<file path="src/hw/adccr_pkg.sv">
// package: register map, field layout and encodings of the converter channel block
package adccr_pkg;
  localparam int ADDR_W = 8;
  // register indices; the byte address is four times the index
  localparam logic [7:0] IDX_GLOBAL_CONTROL = 8'h00;
  localparam logic [7:0] IDX_CONVERT_SETUP = 8'h01;
  localparam logic [7:0] IDX_HOLD = 8'h07;
  localparam logic [7:0] IDX_CALIBRATION_LOW = 8'h0c;
  localparam logic [7:0] IDX_CALIBRATION_HIGH = 8'h0d;
  localparam logic [7:0] IDX_RESULT_LOW = 8'h10;
  localparam logic [7:0] IDX_RESULT_HIGH = 8'h11;
  localparam logic [7:0] IDX_COMPARE_LOW = 8'h18;
  localparam logic [7:0] IDX_COMPARE_HIGH = 8'h19;
  localparam logic [7:0] IDX_CHANNEL_CONTROL = 8'h20;
  localparam logic [7:0] IDX_INPUT_SELECT = 8'h21;
  // field positions
  localparam int GLOBAL_ENABLE_BIT = 0;
  localparam int GLOBAL_START_BIT = 2;
  localparam int SETUP_RES_LSB = 1;
  localparam int SETUP_SIGNED_BIT = 4;
  localparam int CHANNEL_START_BIT = 7;
  localparam int CHANNEL_GAIN_LSB = 2;
  localparam int CHANNEL_MODE_LSB = 0;
  localparam int SELECT_POS_LSB = 3;
  localparam int SELECT_NEG_LSB = 0;
  localparam int CAL_HIGH_LSB = 8;
  // reset values
  localparam logic [7:0] REG_RESET = 8'h00;
  localparam logic [7:0] INPUT_SELECT_RESET = 8'h00;
  typedef enum logic [1:0] {
    ADCCR_RES_RIGHT12 = 2'b00,
    ADCCR_RES_EIGHT = 2'b10,
    ADCCR_RES_LEFT12 = 2'b11
  } adccr_res_t;
  typedef enum logic [1:0] {
    ADCCR_IN_INTERNAL = 2'b00,
    ADCCR_IN_SINGLE_ENDED = 2'b01,
    ADCCR_IN_DIFFERENTIAL = 2'b10,
    ADCCR_IN_DIFFERENTIAL_GAIN = 2'b11
  } adccr_mode_t;
  typedef enum logic [2:0] {
    ADCCR_GAIN_1X = 3'h0,
    ADCCR_GAIN_2X = 3'h1,
    ADCCR_GAIN_4X = 3'h2,
    ADCCR_GAIN_8X = 3'h3,
    ADCCR_GAIN_16X = 3'h4,
    ADCCR_GAIN_32X = 3'h5,
    ADCCR_GAIN_64X = 3'h6,
    ADCCR_GAIN_HALF = 3'h7
  } adccr_gain_t;
  // positive internal sources and negative selection codes
  localparam logic [3:0] POS_TEMPERATURE = 4'h0;
  localparam logic [3:0] POS_BANDGAP = 4'h1;
  localparam logic [3:0] POS_SCALED_SUPPLY = 4'h2;
  localparam logic [2:0] NEG_PIN_LAST = 3'h3;
  localparam logic [2:0] NEG_PLAIN_PAD_GROUND = 3'h5;
  localparam logic [2:0] NEG_PLAIN_INTERNAL_GROUND = 3'h7;
  localparam logic [2:0] NEG_GAIN_INTERNAL_GROUND = 3'h4;
  localparam logic [2:0] NEG_GAIN_PAD_GROUND = 3'h7;
endpackage : adccr_pkg

</file>
<file path="src/hw/adccr_top.sv">
// converter channel register block: apb slave, result formatting, channel setup
// Function
// - upper calibration register holds calibration bits 11:8 in its bits 3:0
// - channel 0 result is one 16-bit value across low and high bytes
// - left-adjusted 12-bit: high byte carries result bits 11:4
// - left-adjusted 12-bit: low byte bits 7:4 carry result 3:0, rest zero
// - right-adjusted 12-bit: high byte 3:0 = bits 11:8, top sign in differential
// - 8-bit: high byte copies bit 7 when signed, else zero
// - right-adjusted and 8-bit: low byte carries result bits 7:0
// - high compare byte stores upper eight bits of 16-bit compare value
// - low compare byte stores lower eight bits of compare value
// - writing one to start begins a conversion; hardware clears it once started
// - writing start while already set queues nothing extra
// - channel start bit aliases the global channel 0 start bit
// - three-bit gain field selects 1x to 64x, code 111 one-half
// - changing input mode may corrupt data still in the pipeline
// - unsigned: mode 00 internal, 01 single-ended, 10 and 11 reserved
// - signed: 10 differential, 11 differential with gain
// - input select resets to zero: positive 6:3, negative 2:0, bit 7 reserved
// - internal mode: positive 0 temperature, 1 bandgap, 2 scaled supply
// - pin modes: positive code n selects analog input pin n
// - negative selection is ignored in internal and single-ended modes
// - differential: negative 0-3 pins 0-3, 101 pad ground, 111 internal ground
// - differential with gain: 0-3 pins 4-7, 100 internal ground, 111 pad ground
// - reading a result or compare low byte latches its high byte into the hold register
`timescale 1ns/100ps
module adccr_top (
  input wire logic pclk,
  input wire logic presetn,
  input wire logic psel,
  input wire logic penable,
  input wire logic pwrite,
  input wire logic [adccr_pkg::ADDR_W-1:0] paddr,
  input wire logic [31:0] pwdata,
  output logic [31:0] prdata,
  output logic pready,
  output logic pslverr,
  input wire logic conv_started,
  input wire logic conv_done,
  input wire logic [11:0] conv_data,
  output logic conv_start_req,
  output logic converter_enable,
  output logic pipeline_flush,
  output logic [11:0] calibration_value,
  output logic [15:0] compare_value,
  output logic [15:0] channel0_result,
  output logic signed_conversion_select,
  output adccr_pkg::adccr_res_t resolution,
  output adccr_pkg::adccr_gain_t gain_select,
  output adccr_pkg::adccr_mode_t input_mode_field,
  output logic [3:0] positive_input_select,
  output logic [2:0] negative_input_select,
  output logic route_legal,
  output logic positive_is_pin,
  output logic negative_used,
  output logic negative_is_pin,
  output logic [2:0] negative_pin,
  output logic negative_pad_ground,
  output logic internal_ground
);
  import adccr_pkg::*;

  typedef struct packed {
    logic enable;
    logic start;
    logic signed_sel;
    adccr_res_t res;
    logic [7:0] hold;
    logic [7:0] pend_high;
    logic [11:0] calibration;
    logic [15:0] result;
    logic [15:0] compare;
    adccr_gain_t gain;
    adccr_mode_t mode;
    logic [3:0] pos;
    logic [2:0] neg;
    logic flush;
    logic [7:0] rdata;
    logic err;
  } adccr_state_t;

  adccr_state_t s;
  adccr_state_t next_s;
  logic [7:0] idx;
  logic aligned;
  logic setup;
  logic write_done;
  logic read_done;
  logic mapped;
  logic [7:0] read_byte;
  logic [15:0] formatted;

  // bus phase decode; slave never stalls
  assign idx = {2'b00, paddr[ADDR_W-1:2]};
  assign aligned = paddr[1:0] == 2'b00;
  assign setup = psel & ~penable;
  assign write_done = psel & penable & pwrite;
  assign read_done = psel & penable & ~pwrite;
  assign pready = 1'b1;
  assign pslverr = psel & penable & s.err;
  assign prdata = {24'h0, s.rdata};

  // register read map; high bytes of 16-bit pairs read the hold register
  always_comb
  begin
    mapped = aligned;
    read_byte = 8'h00;
    unique case (idx)
      IDX_GLOBAL_CONTROL:
        read_byte = {5'h0, s.start, 1'b0, s.enable};
      IDX_CONVERT_SETUP:
        read_byte = {3'h0, s.signed_sel, 1'b0, s.res, 1'b0};
      IDX_HOLD:
        read_byte = s.hold;
      IDX_CALIBRATION_LOW:
        read_byte = s.calibration[7:0];
      IDX_CALIBRATION_HIGH:
        read_byte = {4'h0, s.calibration[11:CAL_HIGH_LSB]};
      IDX_RESULT_LOW:
        read_byte = s.result[7:0];
      IDX_RESULT_HIGH, IDX_COMPARE_HIGH:
        read_byte = s.hold;
      IDX_COMPARE_LOW:
        read_byte = s.compare[7:0];
      IDX_CHANNEL_CONTROL:
        read_byte = {s.start, 2'b00, s.gain, s.mode};
      IDX_INPUT_SELECT:
        read_byte = {1'b0, s.pos, s.neg};
      default:
        mapped = 1'b0;
    endcase
  end

  adccr_result_fmt u_fmt (
    .raw(conv_data),
    .resolution(s.res),
    .signed_conversion_select(s.signed_sel),
    .input_mode_field(s.mode),
    .formatted(formatted)
  );

  adccr_input_route u_route (
    .input_mode_field(s.mode),
    .signed_conversion_select(s.signed_sel),
    .positive_input_select(s.pos),
    .negative_input_select(s.neg),
    .route_legal(route_legal),
    .positive_is_pin(positive_is_pin),
    .negative_used(negative_used),
    .negative_is_pin(negative_is_pin),
    .negative_pin(negative_pin),
    .negative_pad_ground(negative_pad_ground),
    .internal_ground(internal_ground)
  );

  // next-state: converter handshake, bus capture, register writes
  always_comb
  begin
    next_s = s;
    next_s.flush = 1'b0;
    // taking the request clears it; a simultaneous set is consumed by that start
    if (conv_started && s.start)
      next_s.start = 1'b0;
    // whole 16-bit word replaced at once, no mixed bytes
    if (conv_done)
      next_s.result = formatted;
    // read data and high byte snapshot captured in the setup cycle
    if (setup)
    begin
      next_s.rdata = mapped ? read_byte : 8'h00;
      next_s.err = ~mapped;
      next_s.pend_high = (idx == IDX_RESULT_LOW) ? s.result[15:8] : s.compare[15:8];
    end
    if (read_done && aligned && (idx == IDX_RESULT_LOW || idx == IDX_COMPARE_LOW))
      next_s.hold = s.pend_high;
    if (write_done && aligned)
    begin
      unique case (idx)
        IDX_GLOBAL_CONTROL:
        begin
          next_s.enable = pwdata[GLOBAL_ENABLE_BIT];
          if (pwdata[GLOBAL_START_BIT] && !s.start)
            next_s.start = 1'b1;
        end
        IDX_CONVERT_SETUP:
        begin
          next_s.signed_sel = pwdata[SETUP_SIGNED_BIT];
          next_s.res = adccr_res_t'(pwdata[SETUP_RES_LSB+:2]);
        end
        IDX_HOLD:
          next_s.hold = pwdata[7:0];
        IDX_CALIBRATION_LOW:
          next_s.calibration[7:0] = pwdata[7:0];
        IDX_CALIBRATION_HIGH:
          next_s.calibration[11:CAL_HIGH_LSB] = pwdata[3:0];
        IDX_COMPARE_LOW:
          next_s.compare[7:0] = pwdata[7:0];
        IDX_COMPARE_HIGH:
          next_s.compare[15:8] = pwdata[7:0];
        IDX_CHANNEL_CONTROL:
        begin
          if (pwdata[CHANNEL_START_BIT] && !s.start)
            next_s.start = 1'b1;
          next_s.gain = adccr_gain_t'(pwdata[CHANNEL_GAIN_LSB+:3]);
          next_s.mode = adccr_mode_t'(pwdata[CHANNEL_MODE_LSB+:2]);
          // a mode change invalidates in-flight samples, so flush the pipe
          next_s.flush = pwdata[CHANNEL_MODE_LSB+:2] != s.mode;
        end
        IDX_INPUT_SELECT:
        begin
          next_s.pos = pwdata[SELECT_POS_LSB+:4];
          next_s.neg = pwdata[SELECT_NEG_LSB+:3];
        end
        default:
          next_s.flush = 1'b0;
      endcase
    end
  end

  // all state in one register
  always_ff @(posedge pclk or negedge presetn)
  begin
    if (!presetn)
    begin
      s.enable <= 1'b0;
      s.start <= 1'b0;
      s.signed_sel <= 1'b0;
      s.res <= ADCCR_RES_RIGHT12;
      s.hold <= REG_RESET;
      s.pend_high <= REG_RESET;
      s.calibration <= 12'h000;
      s.result <= 16'h0000;
      s.compare <= 16'h0000;
      s.gain <= ADCCR_GAIN_1X;
      s.mode <= ADCCR_IN_INTERNAL;
      s.pos <= INPUT_SELECT_RESET[SELECT_POS_LSB+:4];
      s.neg <= INPUT_SELECT_RESET[SELECT_NEG_LSB+:3];
      s.flush <= 1'b0;
      s.rdata <= REG_RESET;
      s.err <= 1'b0;
    end
    else
      s <= next_s;
  end

  // converter-facing outputs straight from the state register
  assign conv_start_req = s.start;
  assign converter_enable = s.enable;
  assign pipeline_flush = s.flush;
  assign calibration_value = s.calibration;
  assign compare_value = s.compare;
  assign channel0_result = s.result;
  assign signed_conversion_select = s.signed_sel;
  assign resolution = s.res;
  assign gain_select = s.gain;
  assign input_mode_field = s.mode;
  assign positive_input_select = s.pos;
  assign negative_input_select = s.neg;
endmodule : adccr_top

</file>
<file path="src/hw/adccr_result_fmt.sv">
// result formatter: places a raw conversion into the 16-bit result pair
`timescale 1ns/100ps
module adccr_result_fmt (
  input wire logic [11:0] raw,
  input wire adccr_pkg::adccr_res_t resolution,
  input wire logic signed_conversion_select,
  input wire adccr_pkg::adccr_mode_t input_mode_field,
  output logic [15:0] formatted
);
  import adccr_pkg::*;
  logic result_bit_eleven;
  logic result_bit_seven;

  // sign copies; bit eleven zero unless signed differential, bit seven zero unless signed
  assign result_bit_eleven = signed_conversion_select & input_mode_field[1] & raw[11];
  assign result_bit_seven = signed_conversion_select & raw[7];

  // reserved resolution code falls back to right-adjusted
  always_comb
  begin
    unique case (resolution)
      ADCCR_RES_LEFT12: formatted = {raw, 4'h0};
      ADCCR_RES_EIGHT: formatted = {{8{result_bit_seven}}, raw[7:0]};
      default: formatted = {{4{result_bit_eleven}}, raw};
    endcase
  end
endmodule : adccr_result_fmt

</file>
<file path="src/hw/adccr_input_route.sv">
// input routing decode: turns mode and selections into analog switch controls
`timescale 1ns/100ps
module adccr_input_route (
  input wire adccr_pkg::adccr_mode_t input_mode_field,
  input wire logic signed_conversion_select,
  input wire logic [3:0] positive_input_select,
  input wire logic [2:0] negative_input_select,
  output logic route_legal,
  output logic positive_is_pin,
  output logic negative_used,
  output logic negative_is_pin,
  output logic [2:0] negative_pin,
  output logic negative_pad_ground,
  output logic internal_ground
);
  import adccr_pkg::*;

  // negative side only matters in the two differential modes
  always_comb
  begin
    route_legal = 1'b1;
    positive_is_pin = 1'b0;
    negative_used = 1'b0;
    negative_is_pin = 1'b0;
    negative_pin = 3'h0;
    negative_pad_ground = 1'b0;
    internal_ground = 1'b0;
    unique case (input_mode_field)
      ADCCR_IN_INTERNAL:
        route_legal = positive_input_select <= POS_SCALED_SUPPLY;
      ADCCR_IN_SINGLE_ENDED:
        positive_is_pin = 1'b1;
      ADCCR_IN_DIFFERENTIAL:
      begin
        positive_is_pin = 1'b1;
        negative_used = 1'b1;
        route_legal = signed_conversion_select;
        negative_pin = {1'b0, negative_input_select[1:0]};
        if (negative_input_select <= NEG_PIN_LAST)
          negative_is_pin = 1'b1;
        else if (negative_input_select == NEG_PLAIN_PAD_GROUND)
          negative_pad_ground = 1'b1;
        else if (negative_input_select == NEG_PLAIN_INTERNAL_GROUND)
          internal_ground = 1'b1;
        else
          route_legal = 1'b0;
      end
      ADCCR_IN_DIFFERENTIAL_GAIN:
      begin
        positive_is_pin = 1'b1;
        negative_used = 1'b1;
        route_legal = signed_conversion_select;
        negative_pin = {1'b1, negative_input_select[1:0]};
        if (negative_input_select <= NEG_PIN_LAST)
          negative_is_pin = 1'b1;
        else if (negative_input_select == NEG_GAIN_INTERNAL_GROUND)
          internal_ground = 1'b1;
        else if (negative_input_select == NEG_GAIN_PAD_GROUND)
          negative_pad_ground = 1'b1;
        else
          route_legal = 1'b0;
      end
    endcase
  end
endmodule : adccr_input_route

</file>
<file path="config.mk">
export PLATFORM = sky130hd
export DESIGN_NAME = adccr_top
export DESIGN_NICKNAME = d
export VERILOG_FILES = /design/src/hw/adccr_pkg.sv /design/src/hw/adccr_top.sv /design/src/hw/adccr_result_fmt.sv /design/src/hw/adccr_input_route.sv
export SDC_FILE = /design/constraint.sdc
export NUM_CORES = 1
export LEC_CHECK = 0
export ABC_AREA = 1
export BUFFER_PORTS_ARGS = -buffer_cell sky130_fd_sc_hd__buf_4
export CAP_MARGIN = 20
export CORE_UTILIZATION = 50
export DETAILED_ROUTE_END_ITERATION = 16
export GPL_ROUTABILITY_DRIVEN = 1
export PLACE_DENSITY = 0.89
export RECOVER_POWER = 25
export SLEW_MARGIN = 20
export SYNTH_ARGS = -nofsm -noshare
export SYNTH_HDL_FRONTEND = slang
export SYNTH_SLANG_ARGS = --single-unit
</file>
<file path="constraint.sdc">
create_clock -name pclk -period 2.4 [get_ports pclk]
set_input_delay 0.24 -clock pclk [delete_from_list [all_inputs] [get_ports pclk]]
set_output_delay 0.24 -clock pclk [all_outputs]
set_load 0.01 [all_outputs]
</file>
After elaboration in Yosys (flattened, before gate mapping)

Cells that the tools add are included.

Eq/ne operators: 19
Bitwise operators: 11
Reduce and logical (&&, ||, !) cells: 23
Multiplexer cells: 37
Magnitude comparators: 2

Operators with widths:

| operator                                                               | count |
|---|---|
| 8-bit case mux with 9 select lines                                     | 1 |
| 8-bit 2-to-1 mux                                                       | 4 |
| 16-bit case mux with 2 select lines                                    | 1 |
| 6-bit by 5-bit == test with 1-bit output (second input constant)       | 4 |
| 1-bit 2-to-1 mux                                                       | 24 |
| 2-bit AND reduction                                                    | 8 |
| 6-bit by 4-bit == test with 1-bit output (second input constant)       | 2 |
| 6-bit == test (second input constant)                                  | 2 |
| 12-bit 2-to-1 mux                                                      | 1 |
| 11-bit OR reduction                                                    | 1 |
| 3-bit == test (second input constant)                                  | 3 |
| 1-bit bitwise AND                                                      | 8 |
| 2-bit == test (second input constant)                                  | 4 |
| 8-bit logical NOT                                                      | 1 |
| 6-bit by 1-bit == test with 1-bit output (second input constant)       | 1 |
| 6-bit by 3-bit == test with 1-bit output (second input constant)       | 1 |
| 1-bit logical AND                                                      | 6 |
| 1-bit case mux with 2 select lines                                     | 3 |
| 3-bit case mux with 2 select lines                                     | 1 |
| 3-bit OR reduction                                                     | 2 |
| 4-bit by 2-bit <= comparator with 1-bit output (second input constant) | 1 |
| 2-bit logical NOT                                                      | 2 |
| 3-bit by 2-bit <= comparator with 1-bit output (second input constant) | 1 |
| 3-bit 2-to-1 mux                                                       | 1 |
| other kinds (7)                                                        | 9 |

Word-level logic and storage cells: 110
Output and inout bits: 105
Input bits: 59
Register bits: 87

Longest topological paths before layout

Gate-level depths: netlist of run 1.

Depth in word-level cells: 7
Mapped depth: 11
Depth with buffers taken out: 11

Hierarchy

From an unflattened synthesis of run 1, not the netlist that was laid out.

Cells, all modules: 647
Area total of the unflattened synthesis: 5046.1 um2

Modules (own cells, without submodules):

| module            | cells each | area each (um2) | instances | seq. area each (um2) |
|---|---|---|---|---|
| adccr_top         | 570        | 4704.5          | 1         | 2177.1 |
| adccr_result_fmt  | 46         | 200.2           | 1         | 0.0 |
| adccr_input_route | 31         | 141.4           | 1         | 0.0 |

Worst setup path before layout of run 1

OpenSTA, ideal clock, no wires.

Kind: register to output
Start: register s, in the netlist input_mode_field[1]
End: output port route_legal
Cell stages (with the launch flop): 7
Setup slack: 0.936 ns
Data required time: 2.160 ns
Buffers on the path: 1
Data arrival time: 1.224 ns
Cell sequence: dfrtp_1 -> clkbuf_1 -> inv_1 -> nor2_1 -> o21ai_0 -> nand3_1 -> a21o_1

Longest elaborated chain between the ends: 2
Elaborated cells between the ends (all ways): 4
Those cells by class: 2 x eq/ne; 1 x mux; 1 x reduce/logical

RTL lines:

| what                                                      | RTL line                | source |
|---|---|---|
| from (decl)                                               | adccr_top.sv:82         | `adccr_state_t s;` |
| from (signal assigned)                                    | adccr_top.sv:243        | `s <= next_s;` |
| 2-bit == test / 2-bit logical NOT (equally long branches) | adccr_input_route.sv:28 | `unique case (input_mode_field)` |
| 1-bit case mux with 3 select lines (*)                    | adccr_input_route.sv:28 |  |
| to (decl)                                                 | adccr_top.sv:53         | `output logic route_legal,` |

Every way passes the cells marked *; elsewhere a longest branch is shown, timed or not.

Worst setup path after layout of run 1

Same ends and word-level chain as after synthesis.

==> impl_metrics.env, run 1 <==
export IMPL_status="finished, final reports clean"
export IMPL_io_pins=164
export IMPL_cts_buffer_depth=2
export IMPL_slew_headroom_pct=38.4
export IMPL_viasPerCell=5.16
export IMPL_cts_resized=0
export IMPL_syn_area_per_cell_um2=7.78
export IMPL_hp_start="conv_started"
export IMPL_critPathSlowestCell="dfrtp_1"
export IMPL_path_class="flop to output port"
export IMPL_hold_path_class="input port to flop"
export IMPL_syn_cell_area_um2=5090
export IMPL_rr_worst_depth=4
export IMPL_die_area_um2=10600
export IMPL_dp_hpwl_mm=9.45
export IMPL_drtIter0Drc=344
export IMPL_synth_warnings=0
export IMPL_post_route_drc_count=0
export IMPL_place_congestion=0.917
export IMPL_slew_violations=0
export IMPL_final_layout_size_suffix_gt1_share_pct=22.8
export IMPL_fin_nets=755
export IMPL_grt_overflow_total=0
export IMPL_powerDensity_nw_per_um2=553
export IMPL_clock_sinks=87
export IMPL_ys_seq_elements=87
export IMPL_max_freq_mhz=505
export IMPL_syn2layout_area_growth_pct=11.2
export IMPL_seqCellArea_um2=2180
export IMPL_synth_ff_type="dfrtp_1"
export IMPL_synthCells=655
export IMPL_cp_arrival_ps=1740
export IMPL_grt_max_degree=51
export IMPL_tns_ps=0
export IMPL_holdWs_ps=85.2
export IMPL_die_y_um=103
export IMPL_root_buffer="clkbuf_8"
export IMPL_vdd_drop_max_v=0.000329
export IMPL_crit_required_ps=2160
export IMPL_antenna_found_initial=0
export IMPL_core_rowCount=36
export IMPL_max_stage_delay_ps=540
export IMPL_track_usage_pct=25.3
export IMPL_cp_end_kind="output port"
export IMPL_vias=4306
export IMPL_skew_ps=9.32
export IMPL_dpl_cell_area_um2=5430
export IMPL_multi_input_area_um2=1960
export IMPL_cts_tree="built"
export IMPL_io_buffers=114
export IMPL_tightest_slew_ps=924
export IMPL_worst_setup_path_start_kind="flop"
export IMPL_crit_start="input_mode_field[1]$_DFFE_PN0P_"
export IMPL_worstPathMaxFanout=11
export IMPL_drt_antenna_violating_nets=0
export IMPL_crit_chain="inv_1 -> nor2_1 -> o21ai_0 -> nand3_1 -> a21o_1 -> buf_4"
export IMPL_n_antenna_cell=0
export IMPL_hold_end="conv_start_req$_DFF_PN0_"
export IMPL_grt_pass1_vias=3936
export IMPL_worstReg2RegEnd="channel0_result[9]$_DFFE_PN0P_"
export IMPL_cts_made_buffers=9
export IMPL_final_area_um2=5660
export IMPL_synthDistinctLibCells=36
export IMPL_period_share_pct=82.6
export IMPL_ys_async_sr_fraction_pct=100
export IMPL_seq_area_frac_synth_pct=42.7
export IMPL_dieWidth_um=103
export IMPL_finalSetupViolations=0
export IMPL_rsz0062_at_grt="false"
export IMPL_ff2ff_setup_slack_ps=930
export IMPL_cts_htree_levels=3
export IMPL_dr_pass1_iters=5
export IMPL_wire_per_inst_um=15.2
export IMPL_r2r_start="resolution[0]$_DFFE_PN0P_"
export IMPL_grt_pass1_wl_mm=20.0
export IMPL_holdPathStages=2
export IMPL_synth_edff_count=0
export IMPL_core_area_um2=9820
export IMPL_clkSlewWorstSetupHoldPaths_ps=80
export IMPL_cap_violations=0
export IMPL_leakage_nw=2.93
export IMPL_start_util_pct=51.9
export IMPL_finalHoldViolations=0
export IMPL_finalCriticalPeriod_ps=1980
export IMPL_insertion_delay_ps=370
export IMPL_fill_cells=896
export IMPL_drt_total_wl_mm=12.7
==> state kept, by name (all words and copies together) (netlist names) <==
| signal | cells |
|---|---|
| calibration_value | 12 |
| channel0_result | 16 |
| compare_value | 16 |
| conv_start_req | 1 |
| converter_enable | 1 |
| gain_select | 3 |
| input_mode_field | 2 |
| negative_input_select | 3 |
| pipeline_flush | 1 |
| positive_input_select | 4 |
| prdata | 8 |
| resolution | 2 |
| s | 17 |
| signed_conversion_select | 1 |
==> worst max path at each step <==
| stage | to | slack, ps | depth (start not counted) |
|---|---|---|---|
| 3_3_place_gp | prdata[0]$_DFFE_PN0P_ | 600 | 10 |
| 2_1_floorplan | route_legal | 940 | 6 |
| 5_1_grt | s[75]$_DFF_PN0_ | 270 | 3 |
| 4_1_cts | route_legal | 430 | 6 |
| 6_report | route_legal | 420 | 6 |
| 3_5_place_dp | prdata[1]$_DFFE_PN0P_ | 590 | 10 |
==> through the flow <==
step                      total power [mW]  cells  utilization (%)  setup slack (ps)
after floorplan                       1.79    678                -               936
after global placement                1.90    817             55.2               603
after detailed placement              1.91    817             55.2               586
after CTS                             3.13    834             57.8               427
after global routing                  3.23    834             57.7               275
final                                 3.13    834             57.7               418
==> area by class of cell <==
type | instances | share of cell area (%)
Clock buffer | 10 | 2.43
Clock inverter | 6 | 1.90
Inverter | 57 | 3.78
Multi-Input combinational cell | 421 | 34.6
Sequential cell | 87 | 38.4
Tap cell | 133 | 2.94
Timing Repair Buffer | 120 | 15.9
==> cells by family (layout without fill, tap and decap cells) <==
logic type | Yosys count | count (layout) | share of synthesized area [%]
DFF | 87 | 87 | 42.7
buffers and inverters | 170 | 193 | 20.4
other | 2 | 25 | 0.147
and+or+nand+nor | 271 | 271 | 23.6
AOI/OAI and AO/OA | 125 | 125 | 13.1
==> worst max-delay path: cells and delay by family (launching register included) <==
family | cells | cell delay (ps)
AO/OA/AOI/OAI | 2 | 310
buffers and inverters | 2 | 350
flip-flops | 1 | 540
AND/OR/NAND/NOR | 2 | 170
==> synthesized netlist by cell type (all sizes together), types with 2 or more instances <==
cell type  number  area [um^2]
clkbuf          9         33.8
nand4           3         25.0
a41oi           2         25.0
a31oi           7         43.8
o22ai           5         31.3
inv            56          210
nand3          43          233
conb            2         7.51
nand2         164          636
nor3            3         25.0
o21ai          80          400
buf           104          793
dfrtp          87         2180
nor2           55          261
a21oi          27          135
==> repair_timing <==
action,4_1_cts,5_1_grt
hold buffers,1,0
buffers inserted,0,0
hold endpoints to repair,37,0
==> layer usage <==
layer / vias to the layer above / share of wire (%) / GRT usage [%]
met4: 0 / 3.7 / 14.2
met2: 205 / 46 / 38.4
li1: 2082 / - / -
met5: - / 0 / 0
met1: 1979 / 42 / 33.7
met3: 40 / 8.5 / 5.49
==> placed cells by master, fill, tap and decap left out, types with 2 or more instances in the layout <==
cell type  count
clkbuf_8      10
nor2_4         6
nor3_2         2
bufinv_16      3
nand2_1      160
buf_4        117
conb_1        25
o21ai_0       52
clkinv_2       2
a31oi_1        7
o22ai_1        5
inv_1         50
nand2_4        2
inv_2          6
nand4_1        2
o21ai_1       28
nor2_1        46
dfrtp_1       87
nand3_1       41
a21oi_1       27
nand2_2        2
nor2_2         3
==> power by group <==
part	switching (mW)	internal, mW
Sequential	0.0416	1.51
Clock	0.529	0.716
Combinational	0.207	0.123
Total	0.778	2.35
Power figures use the tool's default switching activity.
==> inputs of run 2 (changes only) <==
Clock period 2.4 ns to 1.9 ns, I/O delays scaled along.
==> impl_metrics.env, run 2 (synthesized netlist as in run 1, its figures left out) <==
export IMPL_clock_sinks=87
export IMPL_post_place_ws_ps=191
export IMPL_power_total_mw=3.64
export IMPL_crit_chain="inv_1 -> nor2_1 -> o21ai_0 -> nand3_1 -> a21o_1 -> buf_4"
export IMPL_period_share_pct=93.3
export IMPL_start_util_pct=51.9
export IMPL_syn2layout_area_growth_pct=11.1
export IMPL_grt_overflow_total=0
export IMPL_skew_ps=6.99
export IMPL_core_rowCount=36
export IMPL_insertion_delay_ps=360
export IMPL_finalWorstSetupSlack_ps=127
export IMPL_drtIter0Drc=383
export IMPL_slew_violations=0
export IMPL_antenna_found_initial=0
export IMPL_cts_made_buffers=9
export IMPL_comb_power_share_pct=11.7
export IMPL_status="finished, final reports clean"
export IMPL_power_internal_mw=2.68
export IMPL_worst_setup_path_start_kind="flop"
export IMPL_layout_commonest_cell="nand2_1"
export IMPL_fin_nets=760
export IMPL_place_congestion=0.931
export IMPL_die_area_um2=10600
export IMPL_dr_pass1_iters=7
export IMPL_clock_power_share_pct=34.3
export IMPL_grt_pass1_wl_mm=19.8
export IMPL_dp_hpwl_mm=9.63
export IMPL_vdd_drop_max_v=0.000380
export IMPL_rsz0062_at_grt="false"
export IMPL_power_frac_seq_pct=54.0
export IMPL_holdWs_ps=32.3
export IMPL_finalCriticalPeriod_ps=1770
export IMPL_leakage_nw=2.92
export IMPL_slew_headroom_pct=44.5
export IMPL_tns_ps=0
export IMPL_io_buffers=114
export IMPL_cts_buffer_depth=2
export IMPL_drt_antenna_violating_nets=0
export IMPL_cap_violations=0
export IMPL_critical_path_buf_inv_count=2
export IMPL_final_util_pct=57.6
export IMPL_powerDensity_nw_per_um2=643
export IMPL_max_freq_mhz=564
export IMPL_track_usage_pct=25.1
export IMPL_worstPathMaxFanout=7
export IMPL_final_layout_size_suffix_gt1_share_pct=23.4
export IMPL_cp_arrival_ps=1580
export IMPL_io_pins=164
export IMPL_cts_htree_levels=3
export IMPL_p_sw_share_pct=26.4
export IMPL_finalSetupViolations=0
export IMPL_dieWidth_um=103
export IMPL_cts_tree="built"
export IMPL_drt_total_wl_mm=12.8
export IMPL_final_cell_mix="160 x nand2_1, 121 x buf_4, 86 x dfrtp_1"
export IMPL_path_class="flop to output port"
export IMPL_n_antenna_cell=0
export IMPL_die_y_um=103
export IMPL_grt_max_degree=51
export IMPL_viasPerCell=5.21
export IMPL_grt_pass1_vias=3865
export IMPL_max_stage_delay_ps=470
export IMPL_largest_register_ffs=17
export IMPL_root_buffer="clkbuf_8"
export IMPL_cp_end_kind="output port"
export IMPL_core_area_um2=9820
export IMPL_top_register="s"
export IMPL_wire_per_inst_um=15.2
export IMPL_tightest_slew_ps=833
export IMPL_post_route_drc_count=0
export IMPL_hold_path_class="input port to flop"
export IMPL_crit_required_ps=1710
export IMPL_vias=4368
export IMPL_crit_family="flip-flops"
export IMPL_clkSlewWorstSetupHoldPaths_ps=80
export IMPL_postCtsSetupRepairBufs=0
export IMPL_p_sw_uw=961
export IMPL_critPathSlowestCell="dfrtp_2"
export IMPL_finalHoldViolations=0
## run 2: cell count changes in the layout (fill, tap and decap cells not counted), sizes merged
cell / before / now
bufinv: 3 / 1
buf: 117 / 122
clkinv: 3 / 5
## run 2: layout make-up
type	count	area (um^2)
Sequential cell	87	2180
Timing Repair Buffer	125	947
Inverter	57	214
Clock buffer	10	128
Clock inverter	6	61.3
Tap cell	133	166
Fill cell	894	4160
Multi-Input combinational cell	421	1960
## run 2: metal layers
layer	routed length (um)	global-route usage (%)	share of wire, %
met4	379	8.88	3.0
met3	1120	6.37	8.8
met5	0	0	0
met2	5860	39.1	46
met1	5390	34.0	42
## run 2: what timing repair did
action                                  4_1_cts  5_1_grt
hold buffers                                  1        0
endpoints found under the hold margin        62        0
endpoints found under the setup margin        0        1
gates resized for setup                       0        1
## run 2: power groups by stage
stage | Clock (mW) | Combinational (mW) | Sequential [mW]
after floorplan | 0 | 0.288 | 1.98
after detailed placement | 0 | 0.423 | 2.00
after CTS | 1.26 | 0.426 | 1.96
final | 1.25 | 0.426 | 1.96
after global routing | 1.34 | 0.470 | 1.97
after global placement | 0 | 0.415 | 1.99
## run 2: worst paths after layout
check / start / to / slack (ps) / cells after the start
setup / recovery: input_mode_field[1]$_DFFE_PN0P_ / route_legal / 130 / 6
hold / removal: conv_started / conv_start_req$_DFF_PN0_ / 30 / 2
setup reg to reg: resolution[1]$_DFFE_PN0P_ / channel0_result[8]$_DFFE_PN0P_ / 480 / 4
hold reg to reg: prdata[1]$_DFFE_PN0P_ / prdata[1]$_DFFE_PN0P_ / 490 / 2
max in group asynchronous: presetn / calibration_value[3]$_DFFE_PN0P_ / 370 / 3
min in group asynchronous: presetn / gain_select[0]$_DFFE_PN0P_ / 440 / 2
## run 2: stage by stage
stage	instances	cell area, um^2
3_5_place_dp	822	5460
2_1_floorplan	678	5180
3_3_place_gp	822	5460
5_1_grt	839	5660
6_report	839	5660
4_1_cts	839	5660
